==> config.mk <==
export PLATFORM = sky130hd
export DESIGN_NAME = bmd_decoder
export DESIGN_NICKNAME = d
export VERILOG_FILES = /design/src/shared/bmd_pkg.sv /design/src/shared/bmd_ram_if.sv /design/src/design/bmd_gpr_ram.sv /design/src/design/bmd_decoder.sv
export SDC_FILE = /design/constraint.sdc
export NUM_CORES = 1
export LEC_CHECK = 0
export ABC_AREA = 1
export ABC_CLOCK_PERIOD_IN_PS = 5400
export BUFFER_PORTS_ARGS = -buffer_cell sky130_fd_sc_hd__buf_2
export CORE_MARGIN = 2
export CORE_UTILIZATION = 50
export CTS_CLUSTER_SIZE = 14
export DETAILED_ROUTE_END_ITERATION = 6
export GPL_ROUTABILITY_DRIVEN = 1
export PLACE_DENSITY = 0.66
export SYNTH_ARGS = -nofsm -noshare
export SYNTH_HDL_FRONTEND = slang
export SYNTH_SLANG_ARGS = --single-unit
==> constraint.sdc <==
create_clock -name mclk -period 5.4 [get_ports mclk]
set_clock_uncertainty 0.1 [all_clocks]
set_input_delay 1.08 -clock mclk [delete_from_list [all_inputs] [get_ports mclk]]
set_output_delay 1.08 -clock mclk [all_outputs]
set_load 0.05 [all_outputs]
==> src/shared/bmd_pkg.sv <==
// Purpose: constants for the banked memory map decoder
// Assumes: 8-bit data path, 14-bit instruction words
// Notes:   offsets are bank-relative 7-bit file addresses
package bmd_pkg;
  localparam int PC_W = 13;
  localparam int INSN_W = 14;
  localparam int PMEM_SMALL = 1024;
  localparam int PMEM_LARGE = 2048;
  localparam logic [12:0] RESET_VEC = 13'h0000;
  localparam logic [12:0] INT_VEC = 13'h0004;
  localparam logic [6:0] OFS_INDIRECT = 7'h00;
  localparam logic [6:0] OFS_PCL = 7'h02;
  localparam logic [6:0] OFS_FLAGS = 7'h03;
  localparam logic [6:0] OFS_POINTER = 7'h04;
  localparam logic [6:0] OFS_LATCH = 7'h0a;
  localparam logic [6:0] OFS_INTCTL = 7'h0b;
  localparam logic [6:0] GPR0_LO = 7'h20;
  localparam logic [6:0] GPR1_LO = 7'h20;
  localparam logic [6:0] GPR1_HI = 7'h3f;
  localparam int BANK_HI_BIT = 6;
  localparam int BANK_LO_BIT = 5;
  localparam int LATCH_W = 5;
  localparam int GPR_WORDS = 128;
  localparam logic [7:0] FLAGS_RST = 8'h18;
  localparam logic [7:0] ZERO8 = 8'h00;
endpackage : bmd_pkg

==> src/shared/bmd_ram_if.sv <==
// Purpose: port bundle between decoder and general purpose ram
// Assumes: single clock, one access per cycle
// Notes:   read data registered inside the ram
`timescale 1ns/1ns
interface bmd_ram_if;
  logic       we;
  logic [6:0] addr;
  logic [7:0] wdata;
  logic [7:0] rdata;
  modport ctrl (output we, output addr, output wdata, input rdata);
  modport mem  (input we, input addr, input wdata, output rdata);
endinterface : bmd_ram_if

==> src/design/bmd_gpr_ram.sv <==
// Purpose: static ram holding the general purpose registers of both banks
// Assumes: synchronous write and registered read
// Notes:   96 bank0 bytes at words 0..95, 32 bank1 bytes at 96..127
`timescale 1ns/1ns
module bmd_gpr_ram
  import bmd_pkg::*;
#(
  parameter int DEPTH = GPR_WORDS
)(
  input  wire logic mclk,
  bmd_ram_if.mem    rp
);
  logic [7:0] mem_r [DEPTH];
  logic [7:0] rdata_r;

  always_ff @(posedge mclk)
  begin
    if (rp.we)
    begin
      mem_r[rp.addr] <= rp.wdata;
    end
    rdata_r <= mem_r[rp.addr];
  end

  assign rp.rdata = rdata_r;
endmodule : bmd_gpr_ram

==> src/design/bmd_decoder.sv <==
// Operation
// - program counter is 13 bits, reaching an 8K by 14 space
// - implemented program depth is a parameter, 1K or 2K words
// - fetches beyond implemented memory wrap, upper counter bits ignored
// - reset starts at 0000h, accepted interrupt loads 0004h
// - program and data buses are independent and work concurrently
// - flags bits 6:5 pick the bank; 00 bank0, 01 bank1
// - banks span 128 bytes with special registers at the bottom
// - ram above special registers: 96 bytes bank0, 32 bytes bank1
// - indirect port, pcl, flags, pointer, latch, intctl mirrored
// - access direct by bank plus offset, or indirect via pointer
// - indirect port access uses pointer contents as data address
// - latch buffers the upper 5 counter bits, is not the counter
//
// Purpose: program and data memory map decode for an 8-bit core
// Assumes: core drives one data access per cycle; read data one cycle later
// Notes:   peripheral registers outside the core set decode as unimplemented
`timescale 1ns/1ns
module bmd_decoder
  import bmd_pkg::*;
#(
  parameter int PMEM_WORDS = PMEM_SMALL
)(
  input  wire logic              mclk,
  input  wire logic              sys_rst,
  input  wire logic              pc_step,
  input  wire logic              pc_int_take,
  input  wire logic              pc_jump,
  input  wire logic [10:0]       pc_jump_lo,
  output logic      [PC_W-1:0]   program_counter,
  output logic      [PC_W-1:0]   pmem_addr,
  input  wire logic              dm_rd,
  input  wire logic              dm_wr,
  input  wire logic [6:0]        dm_ofs,
  input  wire logic [7:0]        dm_wdata,
  output logic      [7:0]        dm_rdata,
  output logic      [7:0]        flags_out,
  output logic      [7:0]        intctl_out
);
  localparam int AW = $clog2(PMEM_WORDS);
  // bank1 ram words follow the 96 bank0 bytes in the shared array
  localparam logic [6:0] GPR1_BASE = 7'h60;

  // ---------------------------------------------------------------------
  // state
  // ---------------------------------------------------------------------
  logic [PC_W-1:0]    pc_r;
  logic [7:0]         flags_r;
  logic [7:0]         pointer_r;
  logic [LATCH_W-1:0] latch_r;
  logic [7:0]         intctl_r;
  logic [7:0]         sfr_rd_r;
  logic               sfr_hit_r;
  logic               bank1;
  logic               bank_ok;
  logic [7:0]         eff_addr;
  logic [6:0]         eff_ofs;
  logic               eff_ok;
  logic               ind;

  bmd_ram_if ram_bus ();

  bmd_gpr_ram #(.DEPTH(GPR_WORDS)) u_ram (
    .mclk (mclk),
    .rp   (ram_bus.mem)
  );

  // ---------------------------------------------------------------------
  // program side
  // ---------------------------------------------------------------------
  // own bus, never stalled by data accesses
  always_ff @(posedge mclk)
  begin
    if (sys_rst)
      pc_r <= RESET_VEC;
    else if (pc_int_take)
      pc_r <= INT_VEC;
    else if (dm_wr && eff_ofs == OFS_PCL && eff_ok)
      pc_r <= {latch_r, dm_wdata};
    else if (pc_jump)
      pc_r <= {latch_r[LATCH_W-1:3], pc_jump_lo};
    else if (pc_step)
      pc_r <= pc_r + 13'h0001;
  end

  assign program_counter = pc_r;
  // upper bits dropped so fetches alias into the array
  assign pmem_addr = {{(PC_W-AW){1'b0}}, pc_r[AW-1:0]};

  // ---------------------------------------------------------------------
  // data address decode
  // ---------------------------------------------------------------------
  assign ind = (dm_ofs == OFS_INDIRECT);
  // upper bit set names an absent bank; direct accesses then hit nothing, indirect ones still decode
  assign bank_ok = ~flags_r[BANK_HI_BIT];
  assign bank1 = flags_r[BANK_LO_BIT];
  assign eff_addr = ind ? pointer_r : {bank1, dm_ofs};
  assign eff_ofs = eff_addr[6:0];
  assign eff_ok = (ind || bank_ok) && !(ind && pointer_r[6:0] == OFS_INDIRECT);

  logic       gpr_hit;
  logic [6:0] gpr_idx;

  always_comb
  begin
    gpr_hit = 1'b0;
    gpr_idx = 7'h00;
    if (!eff_addr[7] && eff_ofs >= GPR0_LO)
    begin
      gpr_hit = 1'b1;
      gpr_idx = eff_ofs - GPR0_LO;
    end
    else if (eff_addr[7] && eff_ofs >= GPR1_LO && eff_ofs <= GPR1_HI)
    begin
      gpr_hit = 1'b1;
      gpr_idx = 7'(eff_ofs - GPR1_LO + GPR1_BASE);
    end
  end

  assign ram_bus.we = dm_wr && eff_ok && gpr_hit;
  assign ram_bus.addr = gpr_idx;
  assign ram_bus.wdata = dm_wdata;

  // ---------------------------------------------------------------------
  // mirrored core registers, one copy regardless of bank
  // ---------------------------------------------------------------------
  logic sfr_wr;
  assign sfr_wr = dm_wr && eff_ok;

  always_ff @(posedge mclk)
  begin
    if (sys_rst)
      flags_r <= FLAGS_RST;
    else if (sfr_wr && eff_ofs == OFS_FLAGS)
      flags_r <= dm_wdata;
  end

  always_ff @(posedge mclk)
  begin
    if (sys_rst)
      pointer_r <= ZERO8;
    else if (sfr_wr && eff_ofs == OFS_POINTER)
      pointer_r <= dm_wdata;
  end

  always_ff @(posedge mclk)
  begin
    if (sys_rst)
      latch_r <= '0;
    else if (sfr_wr && eff_ofs == OFS_LATCH)
      latch_r <= dm_wdata[LATCH_W-1:0];
  end

  always_ff @(posedge mclk)
  begin
    if (sys_rst)
      intctl_r <= ZERO8;
    else if (sfr_wr && eff_ofs == OFS_INTCTL)
      intctl_r <= dm_wdata;
  end

  // ---------------------------------------------------------------------
  // read return, one cycle after the request
  // ---------------------------------------------------------------------
  always_ff @(posedge mclk)
  begin
    if (sys_rst)
    begin
      sfr_rd_r  <= ZERO8;
      sfr_hit_r <= 1'b0;
    end
    else
    begin
      // only a read selects the ram word; idle cycles return zero
      sfr_hit_r <= dm_rd && gpr_hit && eff_ok;
      sfr_rd_r  <= ZERO8;
      if (dm_rd && eff_ok)
      begin
        case (eff_ofs)
          OFS_PCL:     sfr_rd_r <= pc_r[7:0];
          OFS_FLAGS:   sfr_rd_r <= flags_r;
          OFS_POINTER: sfr_rd_r <= pointer_r;
          OFS_LATCH:   sfr_rd_r <= {3'b000, latch_r};
          OFS_INTCTL:  sfr_rd_r <= intctl_r;
          default:     sfr_rd_r <= ZERO8;
        endcase
      end
    end
  end

  assign dm_rdata = sfr_hit_r ? ram_bus.rdata : sfr_rd_r;
  assign flags_out = flags_r;
  assign intctl_out = intctl_r;
endmodule : bmd_decoder

# After elaboration in Yosys (flattened, before gate mapping)
# Memory sizes are Yosys's and may differ from the RTL's. A register that Yosys moved wholly into a read port is not among the register bits.
# Index checks and enable logic that the tools add are counted.
# Widths: inputs -> output; s select.
word_totals:
  regBits: 51
  latch_bits: 0
  ramBits: 1024
  romBits: 0
  output_inout_bits: 50
  n_memories: 1
memory_table:
  columns: ["name", "words", "word_bits", "read_ports", "rd_ports_with_merged_regs", "write_ports", "line_no", "source"]
  rows:
  - ["u_ram.mem_r", 128, 8, 1, 1, 1, "bmd_gpr_ram.sv:13", "logic [7:0] mem_r [DEPTH];"]
op_classes:
  add_sub_neg: 3
  mul: 0
  div: 0
  magnitude_cmp: 2
  n_eq_ne: 5
  shifts: 0
  mux: 13
  n_bitwise: 2
  reduce_logical: 25
op_table:
  columns: ["op", "n"]
  rows:
  - ["$pmux 8 s5", 1]
  - ["$mux 13", 3]
  - ["$logic_and 1x1->1", 16]
  - ["$mux 8", 2]
  - ["$eq 7x2->1 const B", 2]
  - ["$eq 7x4->1 const B", 2]
  - ["$logic_not 7->1", 2]
  - ["$mux 7", 2]
  - ["$add 13x1->13 const B", 1]
  - ["$add 7x7->7 const B", 1]
  - ["$eq 7x3->1 const B", 1]
  - ["$ge 7x6->1 const B", 1]
  - ["$le 7x6->1 const B", 1]
  - ["$sub 7x6->7 const B", 1]
  - ["$mux 1", 4]
  - ["$reduce_bool 4->1", 1]
  - ["$reduce_or 2->1", 2]
  - ["$mux 3", 1]
  - ["$reduce_bool 3->1", 1]
  - ["$logic_not 1->1", 2]
  - ["$not 1->1", 2]
  - ["$logic_or 1x1->1", 1]

# Longest topological paths before layout
depth:
  word_depth: 10
  ltp_mapped: 27
  depth_no_buf: 25

# Cells and area by module
# From an unflattened synthesis, not the netlist that was laid out.
unflattened:
  hier_cells: 4887
  hier_area_um2: 47249.1
by_module_without_submodules:
  columns: ["mod", "instances", "cells_per_inst", "area_each_um2", "seq_area_each_um2"]
  rows:
  - ["bmd_gpr_ram", 1, 4402, 43975.9, 30909.6]
  - ["bmd_decoder", 1, 485, 3273.1, 1021.0]

# Least setup slack after synthesis
# OpenSTA, ideal clock, no wires.
synth_timing:
  path_type: "input to register"
  start: "input port dm_ofs[2]"
  end: "memory u_ram.mem_r[64][0], enable pin"
  arrival_time_ns: 3.506
  setup_slack_ns: 1.424
  stages: 19
  n_path_buf: 3
  cell_sequence: "nor2_1 nand2_1 nor2_4 a21oi_1 inv_1 ha_1 nand3_1 nor2_1 nand3_1 nand2_1 nand2_2 nand3_2 inv_2 buf_4 buf_4 nor2_1 nand2_1 clkbuf_1 nor2_1"
synth_via:
  elab_chain_cells: 10
synth_rtl:
  columns: ["element", "line_no", "source"]
  rows:
  - ["from (decl)", "bmd_decoder.sv:34", "input wire logic [6:0] dm_ofs,"]
  - ["branches (longest 10 deep; another with $sub 7x6->7)", null, null]
  - ["to (decl)", "bmd_gpr_ram.sv:13", null]
# Parallel ways; which one is timed is not known.

# Worst setup path after layout
layout_timing:
  start: "input port dm_ofs[2]"
  end: "register u_ram.rdata_r[7], in the netlist u_ram.rp.rdata[7], read port of u_ram.mem_r"
layout_via:
  elab_chain_cells: 7
layout_rtl:
  columns: ["element", "line_no", "source"]
  rows:
  - ["$logic_not 7->1", "bmd_decoder.sv:93", "assign ind = (dm_ofs == OFS_INDIRECT);"]
  - ["$mux 8 (*)", "bmd_decoder.sv:97", "assign eff_addr = ind ? pointer_r : {bank1, dm_ofs};"]
  - ["branches (longest 4 deep; another with $sub 7x6->7)", null, null]
  - ["$mux 7 (*)", "bmd_decoder.sv:108", "if (!eff_addr[7] && eff_ofs >= GPR0_LO)"]
  - ["to (decl)", "bmd_gpr_ram.sv:14", "logic [7:0] rdata_r;"]
# Every way passes the cells marked *.
# A chain may end at the register's enable or synchronous reset.

==> summary.md <==
| Metric | Value |
|---|---|
| Status | `finished, final reports clean` |
| Final net count | `4986` |
| # H-tree levels | `3` |
| Post-synthesis cell count | `4899` |
| Clock transition at path regs | `0.06 ns` |
| RSZ-0062 raised after global routing | `no` |
| Met2 Use GR | `42.0%` |
| Synth Warn # | `0` |
| Register area | `31900 µm²` |
| Busiest layer in global routing | `met2` |
| Row count | `113` |
| Placed Area | `50400 µm²` |
| Area of the core | `95300 µm²` |
| GRT met3 Usage | `5.19%` |
| Sequential area share after synthesis | `66.3%` |
| Share of synthesized registers carrying an async set or reset | `0%` |
| Vias | `35700` |
| Resized cells post-CTS | `0` |
| EDFF count, synth | `1024` |
| Hold buffer count at cts | `0` |
| Vias per cell | `5.66` |
| Initial Util | `50.5%` |
| Post-detail-place hpwl | `77.0 mm` |
| R2r startpoint | `pointer_r[0]$_SDFFE_PP0P_` |
| Gp weighted congestion | `0.878` |
| Category of the critical setup timing path | `primary input to flop` |
| Syn Std Cell Area | `48200 µm²` |
| Vias in the first global route | `33800` |
| # Post-CTS Setup Buffers | `0` |
| Crit path largest cell delay | `0.44 ns` |
| Share of post-route cells with drive strength above 1 | `9.32%` |
| Hold Path Depth | `2` |
| Area contributors post-synth | `edfxtp_1 64%, nand2_1 19%, nand4_1 5.2%, dfxtp_1 2.5%, nor2_1 2.2%` |
| Hold Crit Class | `flop to flop` |
| Ys flop type | `edfxtp_1` |
| Top cell by count, worst path | `nand2_1` |
| Final hold viol count | `0` |
| Setup-failing EPs final | `0` |
| Worst IR Drop VDD | `0.000258 V` |
| CTS Root Buffer Type | `clkbuf_16` |
| Critical path buffers and inverters | `3` |
| CP max stage cell | `inv_4` |
| CP Launch Type | `primary input` |
| Largest net degree at the start of global routing | `149` |
| Number of detailed-route iterations in the first pass | `6` |
| Layout fillers | `8077` |
| # Max-Cap Violations | `0` |
| Min-delay src | `latch_r[2]$_SDFFE_PP0P_` |
| CP Depth | `24` |
| Yosys top cell by area | `edfxtp_1` |
| Chip width | `314 µm` |
| Final Max Tran Viols | `0` |
| PD cells | `344 nW/µm²` |
| Critical Path AT | `4.71 ns` |
| DRC violations left | `0` |
| CTS max path bufs | `3` |
| Design area | `54000 µm²` |
| Met1 Use GR | `38.6%` |
| Final period util | `78.0%` |
| Yosys top cell area share | `63.8%` |
| Multi-input gate area | `14100 µm²` |
| Iteration-0 DRC Markers | `4406` |
| Critical Path RT | `5.90 ns` |
| CTS tree | `built` |
| P&R area growth vs syn | `12.1%` |
| Port-buffer cells | `79` |
| Post-synthesis area per instance | `9.83 µm²` |
| WL/cell | `21.4 µm` |
| FF+latch count, synth | `1083` |
| First-pass GRT wire length | `205 mm` |
| Min Tclk post-route | `4.21 ns` |
| CTS Buf Count | `112` |
| Critical Path End Type | `flop` |
| Top delay family on crit path | `simple AND/OR/NAND/NOR gates` |
| Crit path from | `dm_ofs[2]` |
| Slew headroom | `31.7%` |
| Gr ovfl total | `0` |
| Post-route ant nets | `0` |
| Worst slew pin tran | `1.02 ns` |
| GRT Total Usage | `27.1%` |
| CTS Sinks | `1083` |
| # IOs | `83` |
| Die area | `98800 µm²` |
| Final hold slack | `0.392 ns` |
| Die Y-Extent | `314 µm` |
| R2R cell count | `21` |
| Initial antenna violation count | `2` |
| Setup TNS | `0 ns` |
| Max FO, Critical Path | `38` |
| Synth unique cells | `43` |
| Crit-path cells | `buf_2, nor2_1, nand2_1, nor2_4, nand2_1, nand2_1, nand2_1, nor2_1, nand2_1, nand2_8, nand3_4, inv_4, buf_4, nand2_1, nand3_1, nand2_1, nor2_1, nor2_1, nor2_1, nand2_1, nand2_1, nand2_1, nor2_1, nand2_1` |
| LEAKAGE | `22.2 nW` |
| Most frequent cell after synthesis | `nand2_1` |
| Synth top cells by count | `2396 x nand2_1, 1024 x edfxtp_1, 399 x nand4_1` |
| Final Core Density | `56.7%` |
| Fmax | `237 MHz` |
| Clock latency on the worst-skew pair | `0.69 ns` |
| Final WL | `135 mm` |
## per-stage QoR
stage	setup WS (ns)	power (mW)	instances
finish	1.19	18.6	6310
global route	0.961	19.1	6309
CTS	1.24	18.6	6309
detailed placement	0.513	11.0	6101
global placement	0.509	11.0	6101
floorplan	1.42	10.4	4901
## worst paths after layout
path	to	slack (ns)
hold reg to reg	latch_r[2]$_SDFFE_PP0P_	0.39
hold / removal	latch_r[2]$_SDFFE_PP0P_	0.39
setup reg to reg	u_ram.rp.rdata[7]$_DFF_P_	1.67
setup / recovery	u_ram.rp.rdata[7]$_DFF_P_	1.19
## placed cells by master (no fill, tap or decap), types with 25 or more instances in the layout
cell          n
clkbuf_16   114
nand2_1    2396
o21ai_0      48
buf_12       25
buf_2        71
clkinv_2     26
nor2_1      275
edfxtp_1   1024
a21oi_1      43
dfxtp_1      59
inv_1       147
nand4_1     399
nand3_1      80
buf_4       162
## registers in the layout (all words and copies together), names as in the netlist
signal and flops:
flags_out 8, intctl_out 8, latch_r 5, pointer_r 8
program_counter 13, sfr_hit_r 1, sfr_rd_r 8, u_ram.mem_r 1024
u_ram.rp.rdata 8
## worst register-to-register path: stages (launching register included)
cell     delay [ns]
dfxtp_1        0.32
inv_1          0.11
nand2_1        0.09
nand2_1        0.28
nand2_1        0.09
nor2_1         0.09
nand2_1        0.13
nand2_8        0.26
nand3_4        0.25
inv_4          0.45
buf_4          0.30
nand2_1        0.08
nand3_1        0.07
nand2_1        0.08
nor2_1         0.14
nor2_1         0.05
nor2_1         0.35
nand2_1        0.12
nand2_1        0.09
nand2_1        0.06
nor2_1         0.09
nand2_1        0.05
## cells by family after synthesis
logic type                 share of synthesized area (%)
muxes                                              0.187
adders and majority gates                         0.0779
AOI/OAI and AO/OA                                   1.62
xor gates and xnor gates                           0.109
other                                            0.00779
buffers and inverters                               4.44
and+or+nand+nor                                     27.3
DFF                                                 66.3
## area by class of cell
cell class,instances,area share [%]
diodes,1,0.00463
clock buffers,146,5.65
clock inverters,62,1.08
inverters,161,1.15
multi-input cells,3334,26.2
flip-flops and latches,1083,59.1
well taps,1265,2.93
repair buffers,258,3.84
## power breakdown
part / internal [mW] / switching (mW)
Combinational: 0.396 / 1.22
Clock: 4.45 / 3.25
Sequential: 9.22 / 0.0495
## routing by layer
layer / vias up / wire, µm
li1: 16600 / -
met1: 17200 / 56800
met2: 1626 / 61700
met4: 2 / 4300
met5: - / 13
met3: 256 / 12300
No activity file was read; power rests on OpenSTA's default activity.
